$ cat src/ifpr_pkg.sv
/*
  Constants for the interrupt flag and priority register block: offsets, field
  positions, implemented-bit masks and reset values.
  Assumes a 32-bit APB slave in which each 16-bit register sits in the low half of one word.
*/
package ifpr_pkg;
  localparam int REG_W = 16;
  localparam int PRIO_W = 3;

  localparam logic [7:0] OFS_FLAG2 = 8'h00;
  localparam logic [7:0] OFS_FLAG4 = 8'h04;
  localparam logic [7:0] OFS_PRIO = 8'h08;

  localparam int FLAG2_CAN1_RX = 2;
  localparam int FLAG2_SPIB_EVT = 1;
  localparam int FLAG2_SPIB_ERR = 0;
  localparam logic [REG_W-1:0] FLAG2_IMPL = 16'h0007;
  localparam logic [REG_W-1:0] FLAG2_RESET = 16'h0000;

  localparam int FLAG4_CAN2_TX = 7;
  localparam int FLAG4_CAN1_TX = 6;
  localparam int FLAG4_DMA7 = 5;
  localparam int FLAG4_DMA6 = 4;
  localparam int FLAG4_UARTB_ERR = 2;
  localparam int FLAG4_UARTA_ERR = 1;
  localparam logic [REG_W-1:0] FLAG4_IMPL = 16'h00f6;
  localparam logic [REG_W-1:0] FLAG4_RESET = 16'h0000;

  localparam int PRIO_TIMER_F_LSB = 12;
  localparam int PRIO_DMA4_LSB = 8;
  localparam int PRIO_OUTCMP_H_LSB = 0;
  localparam logic [REG_W-1:0] PRIO_IMPL = 16'h7707;
  localparam logic [PRIO_W-1:0] PRIO_FIELD_RESET = 3'h4;
  localparam logic [PRIO_W-1:0] PRIO_DISABLED = 3'h0;
endpackage

$ cat src/ifpr_flag_if.sv
/*
  Carrier between the top and one flag register: source events, the software
  write and the stored flags.
  Assumes both ends run on the same clock.
*/
`timescale 1ns/1ns
interface ifpr_flag_if #(parameter int W = 16);
  logic [W-1:0] events;
  logic write;
  logic [W-1:0] wdata;
  logic [W-1:0] flags;
  modport owner (input events, input write, input wdata, output flags);
  modport user (output events, output write, output wdata, input flags);
endinterface

$ cat src/ifpr_flag_reg.sv
/*
  One sticky interrupt flag register with a mask of implemented bits.
  Assumes events are synchronous one-cycle or level requests on clk.
*/
`timescale 1ns/1ns
module ifpr_flag_reg #(
  parameter int W = 16,
  parameter logic [W-1:0] IMPL = '1,
  parameter logic [W-1:0] RESET_VAL = '0
) (
  input wire logic clk,
  input wire logic nrst,
  ifpr_flag_if.owner bus
);
  logic [W-1:0] flags_reg;
  logic [W-1:0] flags_next;

  if (W < 1 || W > 32) begin : g_bad_width
    $error("ifpr_flag_reg width must be 1 to 32");
  end

  // A request in the same cycle as a software clear wins, so no event is lost.
  always_comb begin
    flags_next = bus.write ? bus.wdata : flags_reg;
    flags_next = (flags_next | bus.events) & IMPL;
  end

  always_ff @(posedge clk or negedge nrst) begin
    if (!nrst) begin
      flags_reg <= RESET_VAL & IMPL;
    end else begin
      flags_reg <= flags_next;
    end
  end

  assign bus.flags = flags_reg;
endmodule

$ cat src/ifpr_top.sv
/*
  Interrupt flag registers two and four and the timer, DMA and output-compare
  priority register, reached over APB.
  Assumes peripheral requests are synchronous to clk; one wait state per transfer.
*/
`timescale 1ns/1ns
module ifpr_top
  import ifpr_pkg::*;
#(
  parameter int ADDR_W = 8
) (
  input wire logic clk,
  input wire logic nrst,
  input wire logic psel,
  input wire logic penable,
  input wire logic pwrite,
  input wire logic [ADDR_W-1:0] paddr,
  input wire logic [31:0] pwdata,
  output logic [31:0] prdata,
  output logic pready,
  output logic pslverr,
  input wire logic can1_rx_ready_req,
  input wire logic spi_b_event_req,
  input wire logic spi_b_error_req,
  input wire logic can2_tx_req,
  input wire logic can1_tx_req,
  input wire logic dma_ch7_done_req,
  input wire logic dma_ch6_done_req,
  input wire logic uart_b_error_req,
  input wire logic uart_a_error_req,
  output logic [REG_W-1:0] flag2State,
  output logic [REG_W-1:0] flag4State,
  output logic [PRIO_W-1:0] timer_f_priority,
  output logic [PRIO_W-1:0] dma_ch4_priority,
  output logic [PRIO_W-1:0] outcmp_h_priority,
  output logic timerFEnabled,
  output logic dmaCh4Enabled,
  output logic outcmpHEnabled
);
  if (ADDR_W < 8 || ADDR_W > 32) begin : g_bad_addr
    $error("ifpr_top address width must be 8 to 32");
  end

  ifpr_flag_if #(.W(REG_W)) flag2Bus ();
  ifpr_flag_if #(.W(REG_W)) flag4Bus ();

  logic pready_reg;
  logic [31:0] prdata_reg;
  logic pslverr_reg;
  logic [REG_W-1:0] prio_reg;
  logic [REG_W-1:0] prio_next;
  logic [2:0] enable_reg;
  logic [2:0] enable_next;
  logic hitFlag2;
  logic hitFlag4;
  logic hitPrio;
  logic mapped;
  logic commit;
  logic [REG_W-1:0] readWord;

  assign hitFlag2 = paddr == ADDR_W'(OFS_FLAG2);
  assign hitFlag4 = paddr == ADDR_W'(OFS_FLAG4);
  assign hitPrio = paddr == ADDR_W'(OFS_PRIO);
  assign mapped = hitFlag2 | hitFlag4 | hitPrio;
  // A write lands only at the edge where the master sees pready high.
  assign commit = psel & penable & pready_reg & pwrite & mapped;

  assign flag2Bus.events = (REG_W'(can1_rx_ready_req) << FLAG2_CAN1_RX)
                         | (REG_W'(spi_b_event_req) << FLAG2_SPIB_EVT)
                         | (REG_W'(spi_b_error_req) << FLAG2_SPIB_ERR);
  assign flag2Bus.write = commit & hitFlag2;
  assign flag2Bus.wdata = pwdata[REG_W-1:0];

  assign flag4Bus.events = (REG_W'(can2_tx_req) << FLAG4_CAN2_TX)
                         | (REG_W'(can1_tx_req) << FLAG4_CAN1_TX)
                         | (REG_W'(dma_ch7_done_req) << FLAG4_DMA7)
                         | (REG_W'(dma_ch6_done_req) << FLAG4_DMA6)
                         | (REG_W'(uart_b_error_req) << FLAG4_UARTB_ERR)
                         | (REG_W'(uart_a_error_req) << FLAG4_UARTA_ERR);
  assign flag4Bus.write = commit & hitFlag4;
  assign flag4Bus.wdata = pwdata[REG_W-1:0];

  ifpr_flag_reg #(
    .W(REG_W),
    .IMPL(FLAG2_IMPL),
    .RESET_VAL(FLAG2_RESET)
  ) u_flag2 (
    .clk(clk),
    .nrst(nrst),
    .bus(flag2Bus)
  );

  ifpr_flag_reg #(
    .W(REG_W),
    .IMPL(FLAG4_IMPL),
    .RESET_VAL(FLAG4_RESET)
  ) u_flag4 (
    .clk(clk),
    .nrst(nrst),
    .bus(flag4Bus)
  );

  always_comb begin
    prio_next = prio_reg;
    if (commit && hitPrio) begin
      prio_next = pwdata[REG_W-1:0] & PRIO_IMPL;
    end
    enable_next[2] = prio_next[PRIO_TIMER_F_LSB +: PRIO_W] != PRIO_DISABLED;
    enable_next[1] = prio_next[PRIO_DMA4_LSB +: PRIO_W] != PRIO_DISABLED;
    enable_next[0] = prio_next[PRIO_OUTCMP_H_LSB +: PRIO_W] != PRIO_DISABLED;
  end

  always_ff @(posedge clk or negedge nrst) begin
    if (!nrst) begin
      prio_reg <= (REG_W'(PRIO_FIELD_RESET) << PRIO_TIMER_F_LSB)
                | (REG_W'(PRIO_FIELD_RESET) << PRIO_DMA4_LSB)
                | (REG_W'(PRIO_FIELD_RESET) << PRIO_OUTCMP_H_LSB);
      enable_reg <= {3{PRIO_FIELD_RESET != PRIO_DISABLED}};
    end else begin
      prio_reg <= prio_next;
      enable_reg <= enable_next;
    end
  end

  always_comb begin
    readWord = '0;
    if (hitFlag2) begin
      readWord = flag2Bus.flags;
    end else if (hitFlag4) begin
      readWord = flag4Bus.flags;
    end else if (hitPrio) begin
      readWord = prio_reg;
    end
  end

  // One wait state lets read data come from a flop without a path from paddr.
  always_ff @(posedge clk or negedge nrst) begin
    if (!nrst) begin
      pready_reg <= 1'b0;
      prdata_reg <= 32'h0;
      pslverr_reg <= 1'b0;
    end else begin
      pready_reg <= psel & penable & ~pready_reg;
      if (psel && penable && !pready_reg) begin
        prdata_reg <= (pwrite || !mapped) ? 32'h0 : {16'h0, readWord};
        pslverr_reg <= ~mapped;
      end else begin
        prdata_reg <= 32'h0;
        pslverr_reg <= 1'b0;
      end
    end
  end

  assign pready = pready_reg;
  assign prdata = prdata_reg;
  assign pslverr = pslverr_reg;
  assign flag2State = flag2Bus.flags;
  assign flag4State = flag4Bus.flags;
  assign timer_f_priority = prio_reg[PRIO_TIMER_F_LSB +: PRIO_W];
  assign dma_ch4_priority = prio_reg[PRIO_DMA4_LSB +: PRIO_W];
  assign outcmp_h_priority = prio_reg[PRIO_OUTCMP_H_LSB +: PRIO_W];
  assign timerFEnabled = enable_reg[2];
  assign dmaCh4Enabled = enable_reg[1];
  assign outcmpHEnabled = enable_reg[0];
endmodule

$ cat config.mk
export PLATFORM = sky130hd
export DESIGN_NAME = ifpr_top
export DESIGN_NICKNAME = d
export VERILOG_FILES = /design/src/ifpr_pkg.sv /design/src/ifpr_flag_if.sv /design/src/ifpr_flag_reg.sv /design/src/ifpr_top.sv
export SDC_FILE = /design/constraint.sdc
export NUM_CORES = 1
export LEC_CHECK = 0
export ABC_AREA = 1
export BUFFER_PORTS_ARGS = -buffer_cell sky130_fd_sc_hd__buf_2
export CORE_MARGIN = 1.5
export CORE_UTILIZATION = 30
export CTS_BUF_LIST = sky130_fd_sc_hd__clkbuf_8
export CTS_CLUSTER_DIAMETER = 80
export DETAILED_ROUTE_END_ITERATION = 10
export SYNTH_ARGS = -nofsm -noshare
export SYNTH_HDL_FRONTEND = slang
export SYNTH_HIERARCHICAL = 1
export SYNTH_SLANG_ARGS = --single-unit
$ cat constraint.sdc
create_clock -name clk -period 2.5 [get_ports clk]
set_clock_uncertainty 0.2 [all_clocks]
set_input_delay 0.5 -clock clk [delete_from_list [all_inputs] [get_ports clk]]
set_output_delay 0.5 -clock clk [all_outputs]
set_load 0.01 [all_outputs]
# Word level (Yosys, flattened, before mapping)

Index checks and enable logic that the tools add are counted.

Word-level logic and storage cells: 48
Flip-flop bits (word level): 55
Output and inout port bits: 78
Input bits: 54

Bitwise gates (word level): 20
Reduce and logical (&&, ||, !) cells: 10
Muxes and demuxes: 9
Equal/unequal tests: 2

Operators by type and width:

| cell                                                                   | number |
|---|---|
| 16-bit 2-to-1 mux                                                      | 3 |
| 32-bit 2-to-1 mux                                                      | 1 |
| 15-bit 2-to-1 mux                                                      | 2 |
| 3-bit nonzero test                                                     | 3 |
| 8-bit by 3-bit equality test with 1-bit output (second input constant) | 1 |
| 8-bit by 4-bit equality test with 1-bit output (second input constant) | 1 |
| 8-bit logical NOT                                                      | 1 |
| 8-bit 2-to-1 mux                                                       | 1 |
| 8-bit by 2-bit OR with 8-bit output                                    | 1 |
| 8-bit by 3-bit OR with 8-bit output                                    | 1 |
| 8-bit by 5-bit OR with 8-bit output                                    | 1 |
| 8-bit by 6-bit OR with 8-bit output                                    | 1 |
| 8-bit by 7-bit OR with 8-bit output                                    | 1 |
| 8-bit OR                                                               | 1 |
| 1-bit bitwise AND                                                      | 7 |
| 1-bit logical AND                                                      | 3 |
| 3-bit 2-to-1 mux                                                       | 1 |
| 3-bit by 1-bit OR with 3-bit output                                    | 1 |
| 3-bit by 2-bit OR with 3-bit output                                    | 1 |
| 3-bit OR                                                               | 1 |
| 1-bit logical NOT                                                      | 2 |
| 1-bit inverter                                                         | 2 |
| 1-bit OR                                                               | 2 |
| 1-bit logical OR                                                       | 1 |
| 1-bit 2-to-1 mux                                                       | 1 |

# Depth between registers and ports, before layout

Gate-level depths: netlist of run 1.

Word-level depth: 7
Mapped depth: 9
Gate-level depth less buffers: 8

# Hierarchy

The synthesis of run 1 kept the hierarchy.

By module, submodules not included:

| module                  | cells each | times used | area each (µm²) | sequential area each (µm²) |
|---|---|---|---|---|
| ifpr_top                | 257        | 1          | 1919.3          | 758.2 |
| ifpr_flag_reg (u_flag4) | 42         | 1          | 330.3           | 150.1 |
| ifpr_flag_reg (u_flag2) | 30         | 1          | 229.0           | 75.1 |

# Worst setup path after synthesis of run 1

OpenSTA, ideal clock, no wires.

Kind: input-to-reg
Start point: input port psel
End point: register u_flag4.flags_reg[1], in the netlist u_flag4/bus.flags[1]
Cell stages on the path: 8
Arrival: 1.526 ns
Path slack: 0.650 ns
Setup time: 0.124 ns
Path buffers: 1
Path through: nand2_1 nor2_1 buf_2 inv_1 nor2_1 inv_2 nand2_1 nand3_1

Longest elaborated chain between the ends: 7

Ends and longest elaborated chain:

| what                           | line                | text |
|---|---|---|
| start, declared                | ifpr_top.sv:14      | `input wire logic psel,` |
| 1-bit bitwise AND (4 in a row) | ifpr_top.sv:66      | `assign commit = psel & penable & pready_reg & pwrite & mapped;` |
| 1-bit bitwise AND              | ifpr_top.sv:80      | `assign flag4Bus.write = commit & hitFlag4;` |
| via flag4Bus.write             | ifpr_flag_if.sv:9   | `logic write;` |
| 8-bit 2-to-1 mux               | ifpr_flag_reg.sv:24 | `flags_next = bus.write ? bus.wdata : flags_reg;` |
| 8-bit OR                       | ifpr_flag_reg.sv:25 | `flags_next = (flags_next \| bus.events) & IMPL;` |
| via u_flag4.flags_next[1]      | ifpr_flag_reg.sv:16 | `logic [W-1:0] flags_next;` |
| end signal, assigned           | ifpr_flag_reg.sv:30 | `flags_reg <= RESET_VAL & IMPL;` |
| end signal, assigned           | ifpr_flag_reg.sv:32 | `flags_reg <= flags_next;` |
| end, declared                  | ifpr_flag_reg.sv:15 | `logic [W-1:0] flags_reg;` |

The timed path passes the listed nets, and every way through them passes these cells.

# Final worst setup path of run 1

Start point: input port paddr[6]
End point: register u_flag2.flags_reg[1], in the netlist u_flag2/bus.flags[1]

Longest elaborated chain between the ends: 7

Ends and longest elaborated chain:

| what                                                                                       | line                           | text |
|---|---|---|
| start, declared                                                                            | ifpr_top.sv:17                 | `input wire logic [ADDR_W-1:0] paddr,` |
| 8-bit by 3-bit equality test with 1-bit output / 8-bit logical NOT (equally long branches) | ifpr_top.sv:62, ifpr_top.sv:61 |  |
| 1-bit OR (2 in a row)                                                                      | ifpr_top.sv:64                 | `assign mapped = hitFlag2 \| hitFlag4 \| hitPrio;` |
| 1-bit bitwise AND                                                                          | ifpr_top.sv:66                 |  |
| 1-bit bitwise AND *                                                                        | ifpr_top.sv:71                 | `assign flag2Bus.write = commit & hitFlag2;` |
| via flag2Bus.write                                                                         | ifpr_flag_if.sv:9              |  |
| 3-bit 2-to-1 mux *                                                                         | ifpr_flag_reg.sv:24            |  |
| 3-bit OR *                                                                                 | ifpr_flag_reg.sv:25            |  |
| via u_flag2.flags_next[1]                                                                  | ifpr_flag_reg.sv:16            |  |
| end signal, assigned                                                                       | ifpr_flag_reg.sv:30            |  |
| end signal, assigned                                                                       | ifpr_flag_reg.sv:32            |  |
| end, declared                                                                              | ifpr_flag_reg.sv:15            |  |

Mark *: on every way through the listed nets, which the timed path passes. The rest lies on a longest branch.

==> results.sh, run 1 <==
export IMPL_cp_max_fo=15
export IMPL_rows=32
export IMPL_wl_um=5890
export IMPL_tritoncts_num_buffers=5
export IMPL_final_nets=457
export IMPL_finalCriticalPeriod_ps=1895
export IMPL_r2r_start="pready$_DFF_PN0_"
export IMPL_cap_viol_max_count=0
export IMPL_largest_register_ffs=16
export IMPL_root_buffer="clkbuf_8"
export IMPL_grt_pass1_wl_um=9225
export IMPL_fin_tns_setup_ps=0
export IMPL_final_util_pct=36.54
export IMPL_setup_violations_final=0
export IMPL_r2r_end="enable_reg[1]$_DFF_PN1_"
export IMPL_synth_area_per_cell_um2=7.534
export IMPL_cts_htree_levels=2
export IMPL_pwr_share_clk_pct=35.1
export IMPL_vdd_ir_drop_worst_v=0.0001558
export IMPL_grt_usage_pct=13.97
export IMPL_ys_seq_elements=39
export IMPL_drc=0
export IMPL_clock_sinks=39
export IMPL_gp_routability_congestion=0.7943
export IMPL_pin_count=132
export IMPL_diodes=0
export IMPL_cp_arrival_ps=1860
export IMPL_clockBufferDepth=2
export IMPL_core_area_mm2=0.007848
export IMPL_end_kind="flop"
export IMPL_cts_resized=0
export IMPL_hold_buffers=0
export IMPL_final_cell_mix="nand2_1 (73), buf_2 (73), inv_1 (56), conb_1 (39), nand3_1 (38)"
export IMPL_die_x_um=93.90
export IMPL_yosysUniqueCellTypes=22
export IMPL_vias=2040
export IMPL_maxSlewViolCount=0
export IMPL_powerDensity_mw_per_mm2=410.3
export IMPL_die_area_mm2=0.008816
export IMPL_fin_cells=506
export IMPL_power_frac_comb_pct=10.9
export IMPL_synth_area_mm2=0.002479
export IMPL_switching_share_pct=26.98
export IMPL_rsz0062_at_grt="no"
export IMPL_yosysSeqAreaShare_pct=39.68
export IMPL_antenna_found_initial=0
export IMPL_cts_tree="done"
export IMPL_rr_worst_depth=7
export IMPL_internal_power_uw=859.2
export IMPL_status="finished, final reports clean"
export IMPL_finalWorstSetupSlack_ps=605.0
export IMPL_clk_pin_slew_worst_paths_ps=80
export IMPL_relSlewSlack_pct=42.30
export IMPL_start_util_pct=31.58
export IMPL_leakage_nw=1.659
export IMPL_worst_ep_required_time_ps=2460
export IMPL_die_h_um=93.90
export IMPL_worstMarginPinSlew_ps=865.5
export IMPL_dpl_cell_count=498
export IMPL_wl_per_cell_um=11.64
export IMPL_ant_nets=0
export IMPL_grt_max_degree=40
export IMPL_stdcell_area_mm2=0.002868
export IMPL_grt_remaining_overflow=0
export IMPL_first_iter_violations=94
export IMPL_p_sw_uw=317.5
export IMPL_ys_warn_count=6
export IMPL_hold_violations=0
export IMPL_p_total_mw=1.177
export IMPL_io_buffer_count=73
export IMPL_max_freq_mhz=527.7
export IMPL_p_seq_share_pct=54.0
export IMPL_whs_ps=126.5
export IMPL_drtPass1Iterations=5
export IMPL_hold_path_class="input port to asynchronous set/reset pin"
export IMPL_crit_path_start="paddr[6]"
export IMPL_grt_pass1_vias=1949
export IMPL_reg2reg_setup_slack_ps=870
export IMPL_place_hpwl_um=4573
export IMPL_crit_type="input port to flop"
export IMPL_dp_slack_ps=287.1
export IMPL_area_growth_pct=15.70
export IMPL_syn_inst=329
export IMPL_dpl_cell_area_mm2=0.002783
export IMPL_critPathLaunchType="input port"
export IMPL_clkLatencyLatePin_ps=280
export IMPL_min_period_over_period_pct=75.80
export IMPL_layout_drive_gt1_share_pct=29.70
export IMPL_post_cts_buffers=0
export IMPL_via_per_inst=4.032
-- Yosys cell counts --
cell type  instances  share of area [%]
buf_4             41                 12
nand3_1           38                7.7
inv_2              6               0.91
nor2_2             6                1.5
buf_2              1               0.20
buf_6              3                1.4
nand3b_1           3               0.91
nor2_1            36                5.5
nand2_4            3                1.4
nand3_2            1               0.40
dfrtp_1           33                 33
nand4_1            1               0.25
nand2_2            6                1.5
dfstp_2            6                6.4
nor2_4             4                1.8
inv_1             55                8.3
nand3_4            2                1.4
o21ai_0            5                1.0
nor2_8             2                1.6
nor3_4             1               0.66
conb_1             3               0.45
nand2_1           73                 11
-- worst max path at each step --
stage | endpoint | slack, ps | cells after the start
floorplan | u_flag4/bus.flags[1]$_DFF_PN0_ | 650 | 8
global placement | u_flag2/bus.flags[2]$_DFF_PN0_ | 350 | 9
detailed placement | u_flag2/bus.flags[1]$_DFF_PN0_ | 290 | 9
CTS | u_flag2/bus.flags[1]$_DFF_PN0_ | 610 | 9
global route | u_flag2/bus.flags[1]$_DFF_PN0_ | 540 | 9
finish | u_flag2/bus.flags[1]$_DFF_PN0_ | 610 | 9
-- layout make-up --
| cell class | instances | area, µm² |
|---|---|---|
| Clock buffer | 5 | 68.82 |
| Clock inverter | 3 | 16.27 |
| Fill cell | 892 | 4980 |
| Inverter | 61 | 229.0 |
| Multi-Input combinational cell | 220 | 1055 |
| Sequential cell | 39 | 983.4 |
| Tap cell | 102 | 127.6 |
| Timing Repair Buffer | 76 | 387.9 |
-- per-layer routing --
metal / vias up / wire length, µm / track usage (%) / share of wire, %
li1: 1046 / - / - / -
met2: 69 / 2771 / 23.25 / 47
met3: 2 / 339 / 3.155 / 5.8
met5: - / 0 / 0 / 0
met4: 0 / 40 / 4.353 / 0.68
met1: 923 / 2738 / 17.93 / 46
-- logic make-up (layout without fill, tap and decap cells) --
| kind of cell | count (synthesis) | in the layout | share of synthesized area [%] |
|---|---|---|---|
| other cells | 3 | 39 | 0.4543 |
| flops | 39 | 39 | 39.68 |
| simple gates | 176 | 176 | 35.64 |
| compound gates | 5 | 5 | 1.009 |
| buf+inv | 106 | 145 | 23.22 |
-- power by group through the flow --
stage	combinational, mW	sequential (mW)	clock [mW]
CTS	0.125	0.635	0.438
global route	0.145	0.636	0.475
finish	0.128	0.635	0.414
detailed placement	0.125	0.647	0
floorplan	0.117	0.648	0
global placement	0.124	0.647	0
-- critical path: stages --
cell and delay (ps):
buf_2 100, inv_1 40, nand2_1 110, nor2_8 270, nand2_2 260, nor2_1 340
inv_2 80, nand2_1 60, nand3_1 80
(Power assumes the default switching activity.)
==> inputs of run 2 (changes only) <==
Settings changed: ABC_AREA 1 to 0.
Clock period 2.5 ns to 1.87 ns, I/O delays scaled along.
==> run 2 against run 1 <==
Cell count fell by 26%. Power rose by 48%. Clock power rose by 71%. Sequential share of layout area rose by 2.4 points. Via count fell by 26%. Synthesized cell count fell by 42%. Core utilization rose by 2.9 points. Largest cell class is now flip-flops and latches.
==> results.sh, run 2 <==
export IMPL_cts_tree="done"
export IMPL_drc=0
export IMPL_grt_usage_pct=12.71
export IMPL_diodes=0
export IMPL_grt_pass1_vias=1407
export IMPL_yosysTopAreaCell="dfrtp_1"
export IMPL_clkLatencyLatePin_ps=290
export IMPL_finalCriticalPeriod_ps=1760
export IMPL_yosysUniqueCellTypes=27
export IMPL_end_kind="flop"
export IMPL_status="finished, final reports clean"
export IMPL_crit_chain="and4_1 -> nand2_1 -> nor3_1 -> buf_4 -> buf_4 -> buf_4 -> a211o_1"
export IMPL_ys_warn_count=6
export IMPL_final_common_cell="buf_2"
export IMPL_ys_flop_type="dfrtp_1"
export IMPL_largest_register_ffs=16
export IMPL_clockBufferDepth=2
export IMPL_cts_htree_levels=2
export IMPL_grt_max_degree=19
export IMPL_via_per_inst=4.048
export IMPL_cap_viol_max_count=0
export IMPL_area_growth_pct=26.94
export IMPL_wl_per_cell_um=12.62
export IMPL_final_nets=332
export IMPL_min_period_over_period_pct=94.12
export IMPL_synth_commonest_cells="buf_4 (39), dfrtp_1 (33), mux2i_1 (19)"
export IMPL_drtPass1Iterations=4
export IMPL_start_util_pct=31.10
export IMPL_clk_pin_slew_worst_paths_ps=80
export IMPL_syn_inst=191
export IMPL_critPathLaunchType="flop"
export IMPL_rows=30
export IMPL_fillers=696
export IMPL_whs_ps=65.04
export IMPL_yosysMostFrequentCell="buf_4"
export IMPL_hold_path_class="input port to flop"
export IMPL_die_h_um=86.93
export IMPL_first_iter_violations=23
export IMPL_io_buffer_count=73
export IMPL_pin_count=132
export IMPL_maxSlewViolCount=0
export IMPL_hold_violations=0
export IMPL_cp_arrival_ps=1750
export IMPL_async_flop_share_pct=100.0
export IMPL_grt_remaining_overflow=0
export IMPL_tritoncts_num_buffers=5
export IMPL_powerDensity_mw_per_mm2=650.1
export IMPL_worst_ep_required_time_ps=1860
export IMPL_ys_top_cells_by_area="dfrtp_1 (39%), buf_4 (14%), mux2i_1 (9.0%)"
export IMPL_die_x_um=86.93
export IMPL_cts_resized=0
export IMPL_clock_sinks=39
export IMPL_stdcell_area_mm2=0.002683
export IMPL_vias=1518
export IMPL_leakage_nw=1.418
export IMPL_use_met3_pct=2.654
export IMPL_cp_max_fo=4
export IMPL_layout_drive_gt1_share_pct=45.88
export IMPL_antenna_found_initial=0
export IMPL_die_area_mm2=0.007557
export IMPL_wl_um=4731
export IMPL_core_area_mm2=0.006794
export IMPL_setup_violations_final=0
export IMPL_synth_edf_count=0
export IMPL_synth_area_mm2=0.002113
export IMPL_cpMostUsedCell="buf_4"
export IMPL_place_hpwl_um=3779
export IMPL_ys_seq_elements=39
export IMPL_synth_top_area_share_pct=39.08
export IMPL_gp_routability_congestion=0.7150
export IMPL_dpl_cell_area_mm2=0.002552
export IMPL_max_freq_mhz=568.2
export IMPL_yosysSeqAreaShare_pct=46.54
export IMPL_crit_type="flop to flop"
export IMPL_crit_path_top_delay_cell="dfrtp_1"
export IMPL_grt_busiest_layer="met2"
export IMPL_met1_usage_pct=16.20
export IMPL_use_met2_pct=20.51
export IMPL_final_cell_mix="buf_2 (73), conb_1 (39), dfrtp_1 (33), mux2i_1 (19)"
export IMPL_grt_pass1_wl_um=7189
export IMPL_cpPeakStageDelay_ps=410
export IMPL_p_total_mw=1.744
export IMPL_ant_nets=0
export IMPL_root_buffer="clkbuf_8"
export IMPL_vdd_ir_drop_worst_v=0.0001969
export IMPL_synth_area_per_cell_um2=11.06
export IMPL_rsz0062_at_grt="no"
run 2: cell types whose count changed after synthesis, sizes merged, moves of 19 or more:
cell	before	now
inv	61	0
nand3	41	1
nand2	82	13
mux2i	0	19
nor2	48	9
run 2: cell families after synthesis:
| logic type | after synthesis | synth area share [%] |
|---|---|---|
| multiplexers | 28 | 15.04 |
| other | 3 | 0.5328 |
| AO/OA/AOI/OAI | 19 | 6.276 |
| flip-flops | 39 | 46.54 |
| AND/OR/NAND/NOR | 56 | 15.63 |
| buffers and inverters | 46 | 15.99 |
run 2: area by class of cell:
type | instances | area, µm² | area share [%]
timing repair buffer | 90 | 533.0 | 19.87
tap | 96 | 120.1 | 4.478
sequential | 39 | 983.4 | 36.66
clock buffer | 5 | 68.82 | 2.565
clock inverter | 3 | 43.79 | 1.632
multi-input combinational | 142 | 933.4 | 34.79
run 2: path summary, 6_finish.rpt:
path,startpoint,end,slack (ps),cells after the start
min in group asynchronous,nrst,u_flag4/bus.flags[6]$_DFF_PN0_,350,2
max reg2reg,pready$_DFF_PN0_,u_flag4/bus.flags[1]$_DFF_PN0_,110,7
max,pready$_DFF_PN0_,u_flag4/bus.flags[1]$_DFF_PN0_,110,7
min reg2reg,u_flag4/bus.flags[6]$_DFF_PN0_,prdata[6]$_DFF_PN0_,350,2
max in group asynchronous,nrst,prio_reg[10]$_DFF_PN1_,560,3
min,can1_tx_req,u_flag4/bus.flags[6]$_DFF_PN0_,70,2
run 2: repair_timing:
item / 4_1_cts / 5_1_grt
buffers inserted: 0 / 1
endpoints found under the setup margin: 0 / 3
hold endpoints to repair: 14 / 0
hold buffers: 1 / 0
run 2: worst max-delay path, delay by kind of cell (launching register included):
| family | cells | cell delay [ps] |
|---|---|---|
| AOI/OAI and AO/OA | 1 | 270 |
| buffers and inverters | 3 | 420 |
| DFF | 1 | 410 |
| and+or+nand+nor | 3 | 360 |
run 2: routing by layer:
metal	part of all wire, %	routed length (µm)
met5	0	0
met4	1.7	80
met3	5.1	239
met2	49	2298
met1	45	2113
run 2: power breakdown:
group          switching, mW  internal (mW)
registers            0.00242          0.848
clock network          0.309          0.397
logic                  0.116         0.0710
total                  0.428           1.32
run 2: per-stage QoR:
| stage | TNS, ps | std cells | setup WS [ps] | util (%) |
|---|---|---|---|---|
| finish | 0 | 375 | 110.0 | 39.48 |
| global route | 0 | 375 | 17.70 | 39.48 |
| CTS | 0 | 374 | 80.50 | 39.37 |
| detailed placement | -1252 | 365 | -144.8 | 37.57 |
| global placement | -837.6 | 365 | -121.5 | 37.57 |
| floorplan | -29.16 | 227 | -5.946 | - |
==> inputs of run 3 (changes only) <==
Settings changed: ABC_AREA 0 to 1, SETUP_SLACK_MARGIN from default to 0.3.
Clock period 1.87 ns to 1.8 ns, I/O delays scaled along.
==> run 3 against run 2 <==
Via count is 35% higher. First-iteration DRC count grew to 2.8 times the previous value. Register-to-register slack better by 280 ps. Final area rose by 12%. Largest cell class is now multi-input combinational cells. Largest power group unchanged.
==> results.sh, run 3 (synthesized netlist as in run 1, its figures left out) <==
export IMPL_io_buffer_count=73
export IMPL_gp_routability_congestion=0.7902
export IMPL_clk_pin_slew_worst_paths_ps=80
export IMPL_switching_share_pct=26.77
export IMPL_drtPass1Iterations=4
export IMPL_pin_count=132
export IMPL_cpPeakStageDelay_ps=540
export IMPL_grt_usage_pct=13.41
export IMPL_final_common_cell="nand2_1"
export IMPL_p_seq_share_pct=53.9
export IMPL_clkLatencyLatePin_ps=280
export IMPL_powerDensity_mw_per_mm2=545.0
export IMPL_core_area_mm2=0.007848
export IMPL_cp_arrival_ps=920
export IMPL_grt_max_degree=25
export IMPL_die_h_um=93.90
export IMPL_internal_power_mw=1.200
export IMPL_end_kind="output pin"
export IMPL_clock_sinks=39
export IMPL_antenna_found_initial=0
export IMPL_maxSlewViolCount=0
export IMPL_hold_violations=0
export IMPL_finalCriticalPeriod_ps=1485
export IMPL_p_sw_uw=438.5
export IMPL_tritoncts_num_buffers=5
export IMPL_rsz0062_at_grt="yes"
export IMPL_diodes=0
export IMPL_crit_type="flop to output pin"
export IMPL_critPathLaunchType="flop"
export IMPL_final_nets=464
export IMPL_crit_buf_inv=1
export IMPL_vias=2042
export IMPL_max_freq_mhz=673.6
export IMPL_layout_drive_gt1_share_pct=32.12
export IMPL_largest_register_ffs=16
export IMPL_cap_viol_max_count=0
export IMPL_via_per_inst=3.981
export IMPL_ant_nets=0
export IMPL_fin_tns_setup_ps=0
export IMPL_die_x_um=93.90
export IMPL_root_buffer="clkbuf_8"
export IMPL_start_util_pct=31.58
export IMPL_crit_path_top_delay_cell="dfstp_2"
export IMPL_hold_path_class="input port to flop"
export IMPL_rows=32
export IMPL_min_period_over_period_pct=82.48
export IMPL_wl_um=5723
export IMPL_clockBufferDepth=2
export IMPL_area_growth_pct=21.25
export IMPL_finalWorstSetupSlack_ps=315.4
export IMPL_place_hpwl_um=4588
export IMPL_leakage_nw=1.725
export IMPL_setup_violations_final=0
export IMPL_grt_remaining_overflow=0
export IMPL_cp_max_fo=2
export IMPL_drc=0
export IMPL_final_cell_mix="nand2_1 (71), buf_2 (67), inv_1 (56), conb_1 (39), nand3_1 (38)"
export IMPL_die_area_mm2=0.008816
export IMPL_vdd_ir_drop_worst_v=0.0002650
export IMPL_wl_per_cell_um=11.16
export IMPL_cts_htree_levels=2
export IMPL_crit_family="flip-flops"
export IMPL_worst_ep_required_time_ps=1240
export IMPL_dp_slack_ps=130.9
export IMPL_pwr_share_clk_pct=34.3
export IMPL_cts_tree="done"
export IMPL_crit_chain="buf_6"
export IMPL_status="finished, final reports clean"
export IMPL_grt_pass1_vias=1918
export IMPL_first_iter_violations=65
export IMPL_grt_pass1_wl_um=9170
export IMPL_power_frac_comb_pct=11.8
[run 3: cell count changes in the layout (fill, tap and decap cells not counted), sizes merged, moves of 3 or more]
| cell | previous run | this run |
|---|---|---|
| a211o | 9 | 0 |
| a21oi | 9 | 0 |
| buf | 89 | 82 |
| inv | 0 | 63 |
| mux2 | 9 | 0 |
| mux2i | 19 | 0 |
| nand2 | 13 | 82 |
| nand3 | 1 | 41 |
| nand3b | 0 | 3 |
| nor2 | 9 | 48 |
| nor2b | 9 | 0 |
| nor3 | 7 | 1 |
| o21ai | 0 | 5 |
| or2 | 9 | 0 |
[run 3: cell type report]
type,instances,area (µm²)
clock buffers,5,68.82
clock inverters,3,12.51
fillers,880,4842
inverters,61,229.0
multi-input cells,220,1090
flip-flops and latches,39,984.7
well taps,102,127.6
repair buffers,83,493.0
[run 3: what timing repair did]
item	4_1_cts	5_1_grt
setup buffers	0	1
hold endpoints to repair	15	0
resized for setup	5	4
hold buffers	1	0
pin swaps	0	2
endpoints found under the setup margin	25	27
[run 3: stage by stage]
step                cells  hold WS (ps)  util (%)  cell area, µm²  power, mW
floorplan             365        -135.6         -            2641      1.065
global placement      503         113.2     36.37            2854      1.083
detailed placement    503         111.9     36.37            2854      1.085
CTS                   512         60.01     37.91            2975      1.664
global route          513         67.54     38.30            3005      1.734
finish                513         69.77     38.30            3005      1.638
[run 3: path summary, 6_finish.rpt]
kind,cells past startpoint,to,from,slack (ps)
min in group asynchronous,2,u_flag4/bus.flags[1]$_DFF_PN0_,nrst,330
min reg2reg,2,u_flag4/bus.flags[4]$_DFF_PN0_,u_flag4/bus.flags[4]$_DFF_PN0_,310
max reg2reg,7,u_flag4/bus.flags[6]$_DFF_PN0_,pready$_DFF_PN0_,390
max in group asynchronous,3,enable_reg[1]$_DFF_PN1_,nrst,540
max,1,outcmp_h_priority[2],prio_reg[2]$_DFF_PN1_,320
min,3,u_flag2/bus.flags[0]$_DFF_PN0_,spi_b_error_req,70
[run 3: worst min-delay path: cells and delay by family]
| kind | cells | cell delay, ps |
|---|---|---|
| buf+inv | 2 | 100 |
| simple gates | 1 | 60 |
[run 3: per-layer routing]
layer | GRT usage, % | vias up | part of all wire, %
li1 | - | 1064 | -
met1 | 17.06 | 903 | 45
met2 | 22.58 | 73 | 48
met3 | 3.398 | 2 | 6.7
met4 | 3.483 | 0 | 0.59
met5 | 0 | - | 0
[run 3: power groups by stage]
stage | clock network (mW) | registers, mW | logic, mW
after global placement | 0 | 0.899 | 0.184
final | 0.562 | 0.883 | 0.193
after global routing | 0.632 | 0.883 | 0.218
after floorplan | 0 | 0.901 | 0.165
after CTS | 0.592 | 0.882 | 0.189
after detailed placement | 0 | 0.899 | 0.186
